## config.mk

```make
export PLATFORM = sky130hd
export DESIGN_NAME = ft8_timer
export DESIGN_NICKNAME = d
export VERILOG_FILES = /design/src/ft8_pkg.sv /design/src/ft8_pre_if.sv /design/src/ft8_prescale.sv /design/src/ft8_timer.sv
export SDC_FILE = /design/constraint.sdc
export NUM_CORES = 1
export LEC_CHECK = 0
export BUFFER_PORTS_ARGS = -buffer_cell sky130_fd_sc_hd__buf_2
export CORE_MARGIN = 2
export CORE_UTILIZATION = 45
export DETAILED_ROUTE_END_ITERATION = 7
export MAX_ROUTING_LAYER = met4
export SYNTH_ARGS = -nofsm -noshare
export SYNTH_HDL_FRONTEND = slang
export SYNTH_SLANG_ARGS = --single-unit
```

## constraint.sdc

```tcl
create_clock -name CLK_IN -period 4.2 [get_ports CLK_IN]
set_input_delay 0.84 -clock CLK_IN [delete_from_list [all_inputs] [get_ports CLK_IN]]
set_output_delay 0.84 -clock CLK_IN [all_outputs]
set_load 0.05 [all_outputs]
```

## src/ft8_pkg.sv

```systemverilog
// ****************************************
// constants of the four channel timer
// ****************************************
package ft8_pkg;

    localparam int          FT8_CH       = 4;
    localparam int          FT8_AW       = 6;
    localparam int          FT8_DW       = 8;
    localparam int          FT8_PRE_W    = 13;

    // register index inside a channel window: address = ch * 8 + index
    localparam logic [2:0]  REG_CTRL     = 3'h0;
    localparam logic [2:0]  REG_OUTC     = 3'h1;
    localparam logic [2:0]  REG_STAT     = 3'h2;
    localparam logic [2:0]  REG_CNT      = 3'h3;
    localparam logic [2:0]  REG_CORA     = 3'h4;
    localparam logic [2:0]  REG_CORB     = 3'h5;
    localparam logic [5:0]  ADDR_MSTOP   = 6'h20;

    // control register fields
    localparam int          CTRL_CKS_LSB = 0;
    localparam int          CTRL_CLR_LSB = 3;
    localparam int          CTRL_IEA     = 5;
    localparam int          CTRL_IEB     = 6;
    localparam int          CTRL_IEW     = 7;
    // output control fields
    localparam int          OUTC_A_LSB   = 0;
    localparam int          OUTC_B_LSB   = 2;
    localparam int          OUTC_ADTE    = 4;
    // status bits, write one to clear
    localparam int          STAT_MFA     = 0;
    localparam int          STAT_MFB     = 1;
    localparam int          STAT_WRAP    = 2;

    // reset values
    localparam logic [7:0]  RST_CTRL     = 8'h00;
    localparam logic [7:0]  RST_OUTC     = 8'h00;
    localparam logic [7:0]  RST_CNT      = 8'h00;
    localparam logic [7:0]  RST_COR      = 8'hFF;
    localparam logic        RST_MSTOP    = 1'b1;
    localparam logic [7:0]  CNT_TOP      = 8'hFF;

    // prescaler tap masks for the three internal divisions
    localparam logic [12:0] DIV8_MASK    = 13'h0007;
    localparam logic [12:0] DIV64_MASK   = 13'h003F;
    localparam logic [12:0] DIV8192_MASK = 13'h1FFF;

    typedef enum logic [2:0] {
        CKS_STOP    = 3'h0,
        CKS_DIV8    = 3'h1,
        CKS_DIV64   = 3'h2,
        CKS_DIV8192 = 3'h3,
        CKS_EXT_R   = 3'h4,
        CKS_EXT_F   = 3'h5,
        CKS_EXT_B   = 3'h6,
        CKS_CASC    = 3'h7
    } ft8_cks_type;

    typedef enum logic [1:0] {
        CLR_NONE = 2'h0,
        CLR_A    = 2'h1,
        CLR_B    = 2'h2,
        CLR_EXT  = 2'h3
    } ft8_clr_type;

    typedef enum logic [1:0] {
        OUT_KEEP   = 2'h0,
        OUT_LOW    = 2'h1,
        OUT_HIGH   = 2'h2,
        OUT_TOGGLE = 2'h3
    } ft8_out_type;

endpackage

```

## src/ft8_pre_if.sv

```systemverilog
`timescale 1ns/1ps
// ****************************************
// prescaler run control and tick pulses
// ****************************************
interface ft8_pre_if;
    logic run;
    logic tick_8;
    logic tick_64;
    logic tick_8192;
    modport ctl (output run, input tick_8, input tick_64, input tick_8192);
    modport pre (input run, output tick_8, output tick_64, output tick_8192);
endinterface

```

## src/ft8_prescale.sv

```systemverilog
`timescale 1ns/1ps
// ****************************************
// system clock prescaler
// ****************************************
module ft8_prescale
    import ft8_pkg::*;
(
    input  wire logic clk_in,
    input  wire logic rst_n_in,
    ft8_pre_if.pre    pre
);

    logic [FT8_PRE_W-1:0] div_ff;
    logic                 t8_ff;
    logic                 t64_ff;
    logic                 t8192_ff;

    // free divider, held while the timer sits in module stop
    always_ff @(posedge clk_in or negedge rst_n_in) begin
        if (!rst_n_in) begin
            div_ff <= '0;
        end else if (pre.run) begin
            div_ff <= div_ff + 13'h0001;
        end
    end

    // one cycle tick at the end of each division period
    always_ff @(posedge clk_in or negedge rst_n_in) begin
        if (!rst_n_in) begin
            t8_ff    <= 1'b0;
            t64_ff   <= 1'b0;
            t8192_ff <= 1'b0;
        end else begin
            t8_ff    <= pre.run && ((div_ff & DIV8_MASK) == DIV8_MASK);
            t64_ff   <= pre.run && ((div_ff & DIV64_MASK) == DIV64_MASK);
            t8192_ff <= pre.run && ((div_ff & DIV8192_MASK) == DIV8192_MASK);
        end
    end

    assign pre.tick_8    = t8_ff;
    assign pre.tick_64   = t64_ff;
    assign pre.tick_8192 = t8192_ff;

endmodule

```

## src/ft8_timer.sv

```systemverilog
// Implementation choices: the strobed register port and the register addresses.
`timescale 1ns/1ps
// What this block does
// - four independent channels, each an 8-bit up-counter with compare constants A and B
// - count clock is one of three prescaler divisions or the external clock pin
// - counter cleared by match A, match B or external reset, as control selects
// - channel output level is set by the two compare matches, giving pulse or PWM
// - 16-bit mode: channel 0 upper byte, channel 1 lower byte
// - compare match count mode: channel 1 counts channel 0 match A events
// - three interrupt requests per channel from match A, match B and wrap flags
// - match A and B requests may start the transfer controller, wrap may not
// - fixed priority after reset: ch0 A highest down to ch3 wrap lowest
// - channel 0 match A can serve as the A/D conversion start trigger
// - after reset the timer halts in module stop, registers locked until exit
// - clear on match A: A sets period, B duty, pulses repeat by themselves
module ft8_timer
    import ft8_pkg::*;
(
    input  wire logic                CLK_IN,
    input  wire logic                RESETN_IN,
    input  wire logic [ft8_pkg::FT8_AW-1:0] ADDR_IN,
    input  wire logic [ft8_pkg::FT8_DW-1:0] WDATA_IN,
    input  wire logic                WR_IN,
    input  wire logic                RD_IN,
    output logic      [ft8_pkg::FT8_DW-1:0] RDATA_OUT,
    input  wire logic [ft8_pkg::FT8_CH-1:0] EXT_CLK_IN,
    input  wire logic [ft8_pkg::FT8_CH-1:0] EXT_RST_IN,
    output logic      [ft8_pkg::FT8_CH-1:0] TMR_OUT_OUT,
    output logic      [ft8_pkg::FT8_CH-1:0] MATCH_A_IRQ_OUT,
    output logic      [ft8_pkg::FT8_CH-1:0] MATCH_B_IRQ_OUT,
    output logic      [ft8_pkg::FT8_CH-1:0] WRAP_IRQ_OUT,
    output logic      [2*ft8_pkg::FT8_CH-1:0] XFER_REQ_OUT,
    output logic                     IRQ_ANY_OUT,
    output logic      [3:0]          IRQ_ID_OUT,
    output logic                     ADC_TRIG_OUT,
    output logic                     MSTOP_OUT
);

    // ****************************************
    // declarations
    // ****************************************
    logic                mstop_ff;
    logic [7:0]          rdata_ff;
    logic                adc_ff;
    logic [7:0]          ctrl_ff [FT8_CH];
    logic [7:0]          outc_ff [FT8_CH];
    logic [7:0]          cnt_ff  [FT8_CH];
    logic [7:0]          cora_ff [FT8_CH];
    logic [7:0]          corb_ff [FT8_CH];
    logic [FT8_CH-1:0]   mfa_ff;
    logic [FT8_CH-1:0]   mfb_ff;
    logic [FT8_CH-1:0]   wrap_ff;
    logic [FT8_CH-1:0]   out_ff;
    logic [FT8_CH-1:0]   eclk_s1_ff;
    logic [FT8_CH-1:0]   eclk_s2_ff;
    logic [FT8_CH-1:0]   eclk_s3_ff;
    logic [FT8_CH-1:0]   erst_s1_ff;
    logic [FT8_CH-1:0]   erst_s2_ff;
    logic [FT8_CH-1:0]   erst_s3_ff;
    logic [FT8_CH-1:0]   base_tick;
    logic [FT8_CH-1:0]   tick;
    logic [FT8_CH-1:0]   eq_a;
    logic [FT8_CH-1:0]   eq_b;
    logic [FT8_CH-1:0]   at_top;
    logic [FT8_CH-1:0]   match_a_ev;
    logic [FT8_CH-1:0]   match_b_ev;
    logic [FT8_CH-1:0]   clr_ev;
    logic [FT8_CH-1:0]   wrap_ev;
    logic [FT8_CH-1:0]   irq_a;
    logic [FT8_CH-1:0]   irq_b;
    logic [FT8_CH-1:0]   irq_w;
    logic                acc_ok;
    logic [1:0]          acc_ch;
    logic [2:0]          acc_reg;
    logic [7:0]          nxt_rdata;
    logic [3:0]          nxt_id;
    logic                nxt_any;

    ft8_pre_if pre_bus ();

    // ****************************************
    // prescaler
    // ****************************************
    assign pre_bus.run = !mstop_ff;

    ft8_prescale u_pre (
        .clk_in   (CLK_IN),
        .rst_n_in (RESETN_IN),
        .pre      (pre_bus)
    );

    // ****************************************
    // register access decode
    // ****************************************
    // channel windows open only after module stop is left
    assign acc_ok  = !mstop_ff && (ADDR_IN[5] == 1'b0);
    assign acc_ch  = ADDR_IN[4:3];
    assign acc_reg = ADDR_IN[2:0];

    // module stop bit, always reachable, set out of reset
    always_ff @(posedge CLK_IN or negedge RESETN_IN) begin
        if (!RESETN_IN) begin
            mstop_ff <= RST_MSTOP;
        end else if (WR_IN && (ADDR_IN == ADDR_MSTOP)) begin
            mstop_ff <= WDATA_IN[0];
        end
    end

    // ****************************************
    // pin synchronisers
    // ****************************************
    // two stages, third stage only for edge finding
    always_ff @(posedge CLK_IN or negedge RESETN_IN) begin
        if (!RESETN_IN) begin
            eclk_s1_ff <= '0;
            eclk_s2_ff <= '0;
            eclk_s3_ff <= '0;
            erst_s1_ff <= '0;
            erst_s2_ff <= '0;
            erst_s3_ff <= '0;
        end else begin
            eclk_s1_ff <= EXT_CLK_IN;
            eclk_s2_ff <= eclk_s1_ff;
            eclk_s3_ff <= eclk_s2_ff;
            erst_s1_ff <= EXT_RST_IN;
            erst_s2_ff <= erst_s1_ff;
            erst_s3_ff <= erst_s2_ff;
        end
    end

    // ****************************************
    // count clock selection
    // ****************************************
    always_comb begin
        base_tick = '0;
        for (int i = 0; i < FT8_CH; i++) begin
            case (ft8_cks_type'(ctrl_ff[i][CTRL_CKS_LSB +: 3]))
                CKS_DIV8:    base_tick[i] = pre_bus.tick_8;
                CKS_DIV64:   base_tick[i] = pre_bus.tick_64;
                CKS_DIV8192: base_tick[i] = pre_bus.tick_8192;
                CKS_EXT_R:   base_tick[i] = eclk_s2_ff[i] & ~eclk_s3_ff[i];
                CKS_EXT_F:   base_tick[i] = ~eclk_s2_ff[i] & eclk_s3_ff[i];
                CKS_EXT_B:   base_tick[i] = eclk_s2_ff[i] ^ eclk_s3_ff[i];
                default:     base_tick[i] = 1'b0;
            endcase
        end
    end

    // cascade between channel 0 and 1, others stop on the cascade code
    always_comb begin
        tick = base_tick & {FT8_CH{!mstop_ff}};
        if (ctrl_ff[1][CTRL_CKS_LSB +: 3] == CKS_CASC) begin
            // channel 1 counts channel 0 match A events
            tick[1] = !mstop_ff && (ctrl_ff[0][CTRL_CKS_LSB +: 3] != CKS_CASC)
                      && base_tick[0] && eq_a[0];
        end
        if (ctrl_ff[0][CTRL_CKS_LSB +: 3] == CKS_CASC) begin
            // channel 0 is the upper byte, stepped by the lower byte wrapping
            tick[0] = wrap_ev[1];
        end
    end

    // ****************************************
    // per channel events
    // ****************************************
    genvar g;
    generate
        for (g = 0; g < FT8_CH; g++) begin : g_ev
            assign eq_a[g]       = (cnt_ff[g] == cora_ff[g]);
            assign eq_b[g]       = (cnt_ff[g] == corb_ff[g]);
            assign at_top[g]     = (cnt_ff[g] == CNT_TOP);
            assign match_a_ev[g] = tick[g] && eq_a[g];
            assign match_b_ev[g] = tick[g] && eq_b[g];
            // selected clearing source
            assign clr_ev[g] =
                ((ctrl_ff[g][CTRL_CLR_LSB +: 2] == CLR_A) && match_a_ev[g]) ||
                ((ctrl_ff[g][CTRL_CLR_LSB +: 2] == CLR_B) && match_b_ev[g]) ||
                ((ctrl_ff[g][CTRL_CLR_LSB +: 2] == CLR_EXT) && !mstop_ff &&
                 erst_s2_ff[g] && !erst_s3_ff[g]);
            assign wrap_ev[g] = tick[g] && at_top[g] && !clr_ev[g];
            // requests follow flag and enable
            assign irq_a[g] = mfa_ff[g] && ctrl_ff[g][CTRL_IEA];
            assign irq_b[g] = mfb_ff[g] && ctrl_ff[g][CTRL_IEB];
            assign irq_w[g] = wrap_ff[g] && ctrl_ff[g][CTRL_IEW];
        end
    endgenerate

    // ****************************************
    // channel registers and counters
    // ****************************************
    generate
        for (g = 0; g < FT8_CH; g++) begin : g_ch
            logic wr_here;
            assign wr_here = WR_IN && acc_ok && (acc_ch == 2'(g));

            // control and output control setup
            always_ff @(posedge CLK_IN or negedge RESETN_IN) begin
                if (!RESETN_IN) begin
                    ctrl_ff[g] <= RST_CTRL;
                    outc_ff[g] <= RST_OUTC;
                end else if (wr_here && (acc_reg == REG_CTRL)) begin
                    ctrl_ff[g] <= WDATA_IN;
                end else if (wr_here && (acc_reg == REG_OUTC)) begin
                    outc_ff[g] <= WDATA_IN;
                end
            end

            // compare constants A and B
            always_ff @(posedge CLK_IN or negedge RESETN_IN) begin
                if (!RESETN_IN) begin
                    cora_ff[g] <= RST_COR;
                    corb_ff[g] <= RST_COR;
                end else if (wr_here && (acc_reg == REG_CORA)) begin
                    cora_ff[g] <= WDATA_IN;
                end else if (wr_here && (acc_reg == REG_CORB)) begin
                    corb_ff[g] <= WDATA_IN;
                end
            end

            // up-counter, software write wins over a count
            always_ff @(posedge CLK_IN or negedge RESETN_IN) begin
                if (!RESETN_IN) begin
                    cnt_ff[g] <= RST_CNT;
                end else if (wr_here && (acc_reg == REG_CNT)) begin
                    cnt_ff[g] <= WDATA_IN;
                end else if (clr_ev[g]) begin
                    cnt_ff[g] <= RST_CNT;
                end else if (tick[g]) begin
                    cnt_ff[g] <= cnt_ff[g] + 8'h01;
                end
            end

            // sticky flags, a new event beats a clear in the same cycle
            always_ff @(posedge CLK_IN or negedge RESETN_IN) begin
                if (!RESETN_IN) begin
                    mfa_ff[g]  <= 1'b0;
                    mfb_ff[g]  <= 1'b0;
                    wrap_ff[g] <= 1'b0;
                end else begin
                    if (match_a_ev[g]) begin
                        mfa_ff[g] <= 1'b1;
                    end else if (wr_here && (acc_reg == REG_STAT) && WDATA_IN[STAT_MFA]) begin
                        mfa_ff[g] <= 1'b0;
                    end
                    if (match_b_ev[g]) begin
                        mfb_ff[g] <= 1'b1;
                    end else if (wr_here && (acc_reg == REG_STAT) && WDATA_IN[STAT_MFB]) begin
                        mfb_ff[g] <= 1'b0;
                    end
                    if (wrap_ev[g]) begin
                        wrap_ff[g] <= 1'b1;
                    end else if (wr_here && (acc_reg == REG_STAT) && WDATA_IN[STAT_WRAP]) begin
                        wrap_ff[g] <= 1'b0;
                    end
                end
            end

            // output pin: action of match A, then of match B on top
            always_ff @(posedge CLK_IN or negedge RESETN_IN) begin
                if (!RESETN_IN) begin
                    out_ff[g] <= 1'b0;
                end else begin
                    out_ff[g] <= apply_act(
                        apply_act(out_ff[g], match_a_ev[g], outc_ff[g][OUTC_A_LSB +: 2]),
                        match_b_ev[g], outc_ff[g][OUTC_B_LSB +: 2]);
                end
            end
        end
    endgenerate

    // one compare event's effect on the pin level
    function automatic logic apply_act(input logic lvl, input logic ev,
                                       input logic [1:0] act);
        logic res;
        res = lvl;
        if (ev) begin
            case (ft8_out_type'(act))
                OUT_LOW:    res = 1'b0;
                OUT_HIGH:   res = 1'b1;
                OUT_TOGGLE: res = !lvl;
                default:    res = lvl;
            endcase
        end
        return res;
    endfunction

    // ****************************************
    // read path
    // ****************************************
    always_comb begin
        nxt_rdata = 8'h00;
        if (ADDR_IN == ADDR_MSTOP) begin
            nxt_rdata = {7'h00, mstop_ff};
        end else if (acc_ok) begin
            case (acc_reg)
                REG_CTRL: nxt_rdata = ctrl_ff[acc_ch];
                REG_OUTC: nxt_rdata = outc_ff[acc_ch];
                REG_STAT: nxt_rdata = {5'h00, wrap_ff[acc_ch], mfb_ff[acc_ch], mfa_ff[acc_ch]};
                REG_CNT:  nxt_rdata = cnt_ff[acc_ch];
                REG_CORA: nxt_rdata = cora_ff[acc_ch];
                REG_CORB: nxt_rdata = corb_ff[acc_ch];
                default:  nxt_rdata = 8'h00;
            endcase
        end
    end

    // read data stand only in the cycle after the strobe
    always_ff @(posedge CLK_IN or negedge RESETN_IN) begin
        if (!RESETN_IN) begin
            rdata_ff <= 8'h00;
        end else begin
            rdata_ff <= RD_IN ? nxt_rdata : 8'h00;
        end
    end

    // ****************************************
    // request priority
    // ****************************************
    // scan lowest to highest so the highest pending source wins
    always_comb begin
        nxt_id  = 4'h0;
        nxt_any = 1'b0;
        for (int i = FT8_CH - 1; i >= 0; i--) begin
            if (irq_w[i]) begin
                nxt_id  = 4'(3 * i + 2);
                nxt_any = 1'b1;
            end
            if (irq_b[i]) begin
                nxt_id  = 4'(3 * i + 1);
                nxt_any = 1'b1;
            end
            if (irq_a[i]) begin
                nxt_id  = 4'(3 * i);
                nxt_any = 1'b1;
            end
        end
    end

    // conversion start pulse from channel 0 match A
    always_ff @(posedge CLK_IN or negedge RESETN_IN) begin
        if (!RESETN_IN) begin
            adc_ff <= 1'b0;
        end else begin
            adc_ff <= match_a_ev[0] && outc_ff[0][OUTC_ADTE];
        end
    end

    // ****************************************
    // outputs
    // ****************************************
    assign RDATA_OUT       = rdata_ff;
    assign TMR_OUT_OUT     = out_ff;
    assign MATCH_A_IRQ_OUT = irq_a;
    assign MATCH_B_IRQ_OUT = irq_b;
    assign WRAP_IRQ_OUT    = irq_w;
    // only compare requests reach the transfer controller
    assign XFER_REQ_OUT    = {irq_b, irq_a};
    assign IRQ_ANY_OUT     = nxt_any;
    assign IRQ_ID_OUT      = nxt_id;
    assign ADC_TRIG_OUT    = adc_ff;
    assign MSTOP_OUT       = mstop_ff;

endmodule

```

**After elaboration in Yosys (flattened, before gate mapping)**

Index checks and enable logic that the tools add are counted.

- Register bits after elaboration: 226
- Bits of input ports: 26
- Output and inout bits: 39
- Logic and storage cells: 430

- Add/sub/neg operators: 5
- Order comparisons: 2
- Eq/ne operators: 87
- Mux-type cells: 107
- Bitwise operators: 31
- Reductions and logical operators: 149

Operators with widths:

| cell | count |
|---|---|
| 2-to-1 mux 8 bit | 25 |
| logical AND 1 bit | 98 |
| binary-select mux 8 bit (select 2 bit) | 5 |
| equality test 8 bit | 8 |
| equality test 2 bit (second input constant) | 26 |
| equality test 3 bit (second input constant) | 17 |
| 2-to-1 mux 1 bit | 49 |
| 2-to-1 mux 4 bit | 12 |
| one-hot mux 8 bit (6 select lines) | 1 |
| adder 8 x 1 -> 8 bit (second input constant) | 4 |
| equality test 8 bit (second input constant) | 4 |
| equality test 3 x 2 -> 1 bit (second input constant) | 10 |
| equality test 2 x 1 -> 1 bit (second input constant) | 13 |
| one-hot mux 1 bit (3 select lines) | 8 |
| one-hot mux 1 bit (6 select lines) | 4 |
| nonzero test 2 bit | 12 |
| logical NOT 1 bit | 17 |
| inverter 1 bit | 17 |
| AND reduction 2 bit | 8 |
| equality test 3 x 1 -> 1 bit (second input constant) | 5 |
| adder 13 x 1 -> 13 bit (second input constant) | 1 |
| equality test 13 bit (second input constant) | 1 |
| equality test 6 bit (second input constant) | 2 |
| nonzero test 3 bit | 4 |
| other kinds (11) | 30 |

**Logic depth before layout (Yosys ltp)**

- Depth in word-level cells: 20
- Mapped depth: 11
- Gate-level depth less buffers: 10

**Cells and area by module**

A second synthesis with hierarchy kept.

- Cells, all modules: 1051
- Area, all modules: 12470.7 um2

Modules (own cells, without submodules):

| module | instances | cells an instance | area each (um2) | seq. area each (um2) |
|---|---|---|---|---|
| ft8_timer | 1 | 997 | 11731.3 | 5336.4 |
| ft8_prescale | 1 | 54 | 739.5 | 400.4 |

**Worst setup path before layout**

Ideal clock, no wire load.

- Path type: reg2out
- Start: register mfa_ff[3]
- End: output IRQ_ID_OUT[1]
- Arrival: 2534 ps
- Required time: 3360 ps
- Path slack: 826 ps
- Cell stages (with the launch flop): 6
- Buffers on the path: 0
- Cell sequence: dfrtp_1 > and2_1 > or2_2 > a21oi_1 > o21ai_0 > a311oi_1

- Word-level cells in the longest chain between the ends: 11

RTL lines:

| item | RTL line | source |
|---|---|---|
| start: declaration | ft8_timer.sv:50 | `logic [FT8_CH-1:0] mfa_ff;` |
| start signal: indexed assignment | ft8_timer.sv:236 | `mfa_ff[g] <= 1'b0;` |
| start signal: indexed assignment | ft8_timer.sv:241 | `mfa_ff[g] <= 1'b1;` |
| start signal: indexed assignment | ft8_timer.sv:243 | `mfa_ff[g] <= 1'b0;` |
| logical AND 1 bit | ft8_timer.sv:182 | `assign irq_a[g] = mfa_ff[g] && ctrl_ff[g][CTRL_IEA];` |
| named net MATCH_A_IRQ_OUT (one bit) | ft8_timer.sv:29 | `output logic [ft8_pkg::FT8_CH-1:0] MATCH_A_IRQ_OUT,` |
| 2-to-1 mux 4 bit | ft8_timer.sv:332 | `if (irq_a[i]) begin` |
| 2-to-1 mux 4 bit | ft8_timer.sv:324 | `if (irq_w[i]) begin` |
| 2-to-1 mux 4 bit | ft8_timer.sv:328 | `if (irq_b[i]) begin` |
| 2-to-1 mux 4 bit | ft8_timer.sv:332 |  |
| 2-to-1 mux 4 bit | ft8_timer.sv:324 |  |
| 2-to-1 mux 4 bit | ft8_timer.sv:328 |  |
| 2-to-1 mux 4 bit | ft8_timer.sv:332 |  |
| 2-to-1 mux 4 bit | ft8_timer.sv:324 |  |
| 2-to-1 mux 4 bit | ft8_timer.sv:328 |  |
| 2-to-1 mux 4 bit | ft8_timer.sv:332 |  |
| end: declaration | ft8_timer.sv:34 | `output logic [3:0] IRQ_ID_OUT,` |

The timed path passes the listed nets, and every way through them passes these cells.

**Final worst setup path**

- Start: register wrap_ff[2]
- End: output IRQ_ID_OUT[1]

- Word-level cells in the longest chain between the ends: 10

RTL lines:

| item | RTL line | source |
|---|---|---|
| start: declaration | ft8_timer.sv:52 | `logic [FT8_CH-1:0] wrap_ff;` |
| start signal: indexed assignment | ft8_timer.sv:238 | `wrap_ff[g] <= 1'b0;` |
| start signal: indexed assignment | ft8_timer.sv:251 | `wrap_ff[g] <= 1'b1;` |
| start signal: indexed assignment | ft8_timer.sv:253 | `wrap_ff[g] <= 1'b0;` |
| logical AND 1 bit | ft8_timer.sv:184 | `assign irq_w[g] = wrap_ff[g] && ctrl_ff[g][CTRL_IEW];` |
| 2-to-1 mux 4 bit | ft8_timer.sv:324 |  |
| 2-to-1 mux 4 bit | ft8_timer.sv:328 |  |
| 2-to-1 mux 4 bit | ft8_timer.sv:332 |  |
| 2-to-1 mux 4 bit | ft8_timer.sv:324 |  |
| 2-to-1 mux 4 bit | ft8_timer.sv:328 |  |
| 2-to-1 mux 4 bit | ft8_timer.sv:332 |  |
| 2-to-1 mux 4 bit | ft8_timer.sv:324 |  |
| 2-to-1 mux 4 bit | ft8_timer.sv:328 |  |
| 2-to-1 mux 4 bit | ft8_timer.sv:332 |  |

Every way passes these cells.

==> run_results.csv <==
group,metric,value,unit
routing,drt_iter0_markers,907,
job,maxCapViolations,0,
synthesis,yosys.cell_count.top_type,"dfrtp_1",
synthesis,synth.avg_cell_area,11.43,um2
die,num_rows,59,
timing,timing.final.ws_setup,1.055,ns
power,p_per_area,544.2,nW/um2
power,seqPwrFrac,46.1,%
clock_network,htreeDepth,1,
placed_design,dpl_worst_slack,1.024,ns
synthesis,synthFlopType,"dfrtp_1",
critical_path,worst_setup_path_end_kind,"output pin",
run_status,violations,"design-rule violations",
routing,post_drt_via_cell_ratio,6.097,
timing,layout_min_cycle_time,3.145,ns
critical_path,r2r_start,"ctrl_ff[25]",
global_routing,grt_pass1_vias,8512,
layout,layout-drive-gt1-share,31.97,%
die,die_x,167.1,um
placed_design,placed_cells,1389,
global_routing,antenna_found_initial,0,
run_status,outcome,"complete, but fails checks",
clock_network,cts_setup_buffers,0,
critical_path,r2r_cells,8,
synthesis,synth_edf_count,0,
clock_network,cts_tree,"yes",
critical_path,path_cells,"and2_1 -> or2_2 -> a21oi_1 -> o21ai_0 -> a311oi_1 -> buf_2",
timing,setup_violations,0,
timing,max_freq,318.0,MHz
die,die_y,167.1,um
global_routing,grt_pass1_wl,55110,um
critical_path,worstPathRequired,3.36,ns
die,start_util,45.83,%
critical_path,start_kind,"flip-flop",
global_routing,globalRouteOverflowTotal,0,
clock_network,cts_resized,0,
die,dieArea,27940,um2
timing,slew_violations,0,
routing,post-route-drc-count,9,
power,p_clk_share,30.3,%
synthesis,synthArstFlopShare,100.0,%
timing,hold_viol,0,
clock_network,clock_latency,0.54,ns
synthesis,yosysUniqueCellTypes,69,
timing,relSlewSlack,29.28,%
timing,setup_tns,0,ns
critical_path,r2r_end,"cnt_ff[18]",
critical_path,crit_end,"IRQ_ID_OUT[1]",
min_path,hold_class,"in -> async",
die,coreArea,26130,um2
power,power_switching,0.002500,W
power,intPower,0.004766,W
layout,antenna_cells,0,
synthesis,synth_seq_area_share,47.90,%
clock_network,cts.sinks,226,
layout,instances_no_fill,1436,
power,ir_worst_vdd,0.2849,mV
synthesis,yosys-top-cells-area,"dfrtp_1 34%, dfstp_2 14%, mux2_2 10%, mux4_2 8.1%, xor2_1 3.8%",
synthesis,synth_top_area_share,33.64,%
critical_path,ff2ff_setup_slack,1.32,ns
power,p_leak,5.859,nW
routing,ant_nets,0,
power,p_comb_share,23.7,%
die,ioPinCount,65,
clock_network,clock-root-buffer,"clkbuf_16",
layout,utilization,51.10,%
clock_network,path_clk_slew,0.06,ns
global_routing,grt_max_degree,94,
critical_path,path_max_fanout,3,
layout,syn_to_final_growth,11.49,%
clock_network,ctsHoldBuffers,0,
placed_design,portBuffers,64,
routing,vias,8756,
critical_path,cpMaxStageDelayCell,"dfrtp_1",
synthesis,syn_inst,1048,
timing,min_period_over_period,74.88,%
synthesis,yosys.area.top_type,"dfrtp_1",
routing,dr.pass1.iters,7,
routing,drt_wl_total,35930,um
routing,wire_per_inst,25.02,um
timing,fin_skew,0.01403,ns
synthesis,netlist_area,11980,um2
power,sw_frac_of_total,34.41,%
global_routing,grtUsageTotal,26.89,%
clock_network,clock_path_buffers,3,
placed_design,dp_hpwl,25570,um
timing,tightest_slew,1.057,ns
synthesis,ys_ff_latch,226,
synthesis,netlist_top_cells_count,"161 x dfrtp_1, 112 x nand2_1, 108 x mux2_2, 65 x dfstp_2, 56 x o21ai_0",
critical_path,cp_slowest_stage_delay,0.45,ns
synthesis,syn-num-nets,1088,
timing,rsz0062_at_grt,"false",
critical_path,arrival,2.30,ns
layout,nNetsFinal,1122,
placed_design,gp_congestion,0.9947,
critical_path,critical_path_class,"reg -> out",
critical_path,startpoint,"wrap_ff[2]",
synthesis,yosysWarnings,0,
timing,timing.hold.ws,0.3032,ns
clock_network,numCtsBuffers,26,
[area by class of cell]
cell class	count	area, um2
multi-input cells	718	5797
repair buffers	80	462.9
inverters	30	112.6
clock buffers	39	760.7
flip-flops and latches	226	5737
well taps	335	419.2
fillers	2328	12780
clock inverters	8	63.81
[sequential cells by signal, summed over array words and instances (netlist names), 4 cells and up]
signal        count
RDATA_OUT         8
TMR_OUT_OUT       4
cnt_ff           32
cora_ff          32
corb_ff          32
ctrl_ff          32
eclk_s1_ff        4
eclk_s2_ff        4
eclk_s3_ff        4
erst_s1_ff        4
erst_s2_ff        4
erst_s3_ff        4
mfa_ff            4
mfb_ff            4
outc_ff          32
u_pre.div_ff     13
wrap_ff           4
[placed cells by master (no fill, tap or decap), drive strengths merged, types with 3 or more instances in the layout]
cell | netlist | final
o31ai | 18 | 18
nand3 | 37 | 37
mux2 | 110 | 110
and3 | 14 | 14
mux4 | 43 | 43
nand2b | 5 | 5
xor2 | 52 | 52
a21oi | 20 | 20
a32oi | 6 | 6
o21ai | 57 | 57
nor4 | 11 | 11
dfstp | 65 | 65
nor3 | 8 | 8
a22oi | 10 | 10
nand4 | 16 | 16
clkinv | 0 | 7
nand2 | 112 | 112
nor3b | 5 | 5
clkbuf | 47 | 39
mux2i | 11 | 11
buf | 27 | 80
inv | 30 | 30
xnor2 | 42 | 42
nand4b | 5 | 5
dfrtp | 161 | 161
a22o | 5 | 5
and2 | 9 | 9
nor2b | 12 | 12
nand3b | 3 | 3
nor2 | 46 | 46
ha | 14 | 14
a21o | 6 | 6
a31oi | 9 | 9
[per-stage QoR]
stage	power, W	cell area (um2)
detailed placement	0.005061	12530
floorplan	0.004438	11980
finish	0.007266	13350
global route	0.007595	13350
global placement	0.005022	12530
CTS	0.007270	13350
[routing by layer]
| metal | GRT usage [%] | vias up | share of wire [%] |
|---|---|---|---|
| li1 | - | 3824 | - |
| met1 | 37.81 | 4461 | 44 |
| met2 | 39.44 | 382 | 44 |
| met3 | 5.767 | 89 | 8.7 |
| met4 | 7.940 | 0 | 3.2 |
| met5 | - | - | 0 |
[how the worst min path moves through the flow]
stage	startpoint	depth (start not counted)	slack, ns	endpoint
2_1_floorplan	eclk_s1_ff[0]	0	0.33	eclk_s2_ff[0]
3_3_place_gp	eclk_s1_ff[0]	0	0.33	eclk_s2_ff[0]
3_5_place_dp	eclk_s1_ff[0]	0	0.34	eclk_s2_ff[0]
4_1_cts	eclk_s1_ff[0]	0	0.35	eclk_s2_ff[0]
5_1_grt	eclk_s1_ff[0]	0	0.36	eclk_s2_ff[0]
6_report	RESETN_IN	1	0.30	ctrl_ff[17]
[worst max-delay path: cells and delay by family, from the launching register on]
| family | cells | cell delay, ns |
|---|---|---|
| AO/OA/AOI/OAI | 3 | 0.48 |
| AND/OR/NAND/NOR | 2 | 0.52 |
| buffers and inverters | 1 | 0.31 |
| flip-flops | 1 | 0.45 |
[power by group through the flow]
stage / combinational (W) / clock, W / sequential (W)
floorplan: 0.00147 / 0 / 0.00297
global placement: 0.00168 / 0 / 0.00334
detailed placement: 0.00171 / 0 / 0.00335
CTS: 0.00172 / 0.00223 / 0.00332
global route: 0.00188 / 0.00233 / 0.00339
finish: 0.00172 / 0.00220 / 0.00335
[kinds of logic (layout without fill, tap and decap cells)]
logic type	after synthesis	count (layout)	synth area share (%)
AND/OR/NAND/NOR	293	293	12.02
flip-flops	226	226	47.90
AO/OA/AOI/OAI	153	153	8.629
buffers and inverters	104	157	3.698
XOR/XNOR	94	94	6.874
adder cells (fa/ha/maj)	14	14	1.463
multiplexers	164	164	19.41
Note: power is estimated with default switching activity, not from simulation.
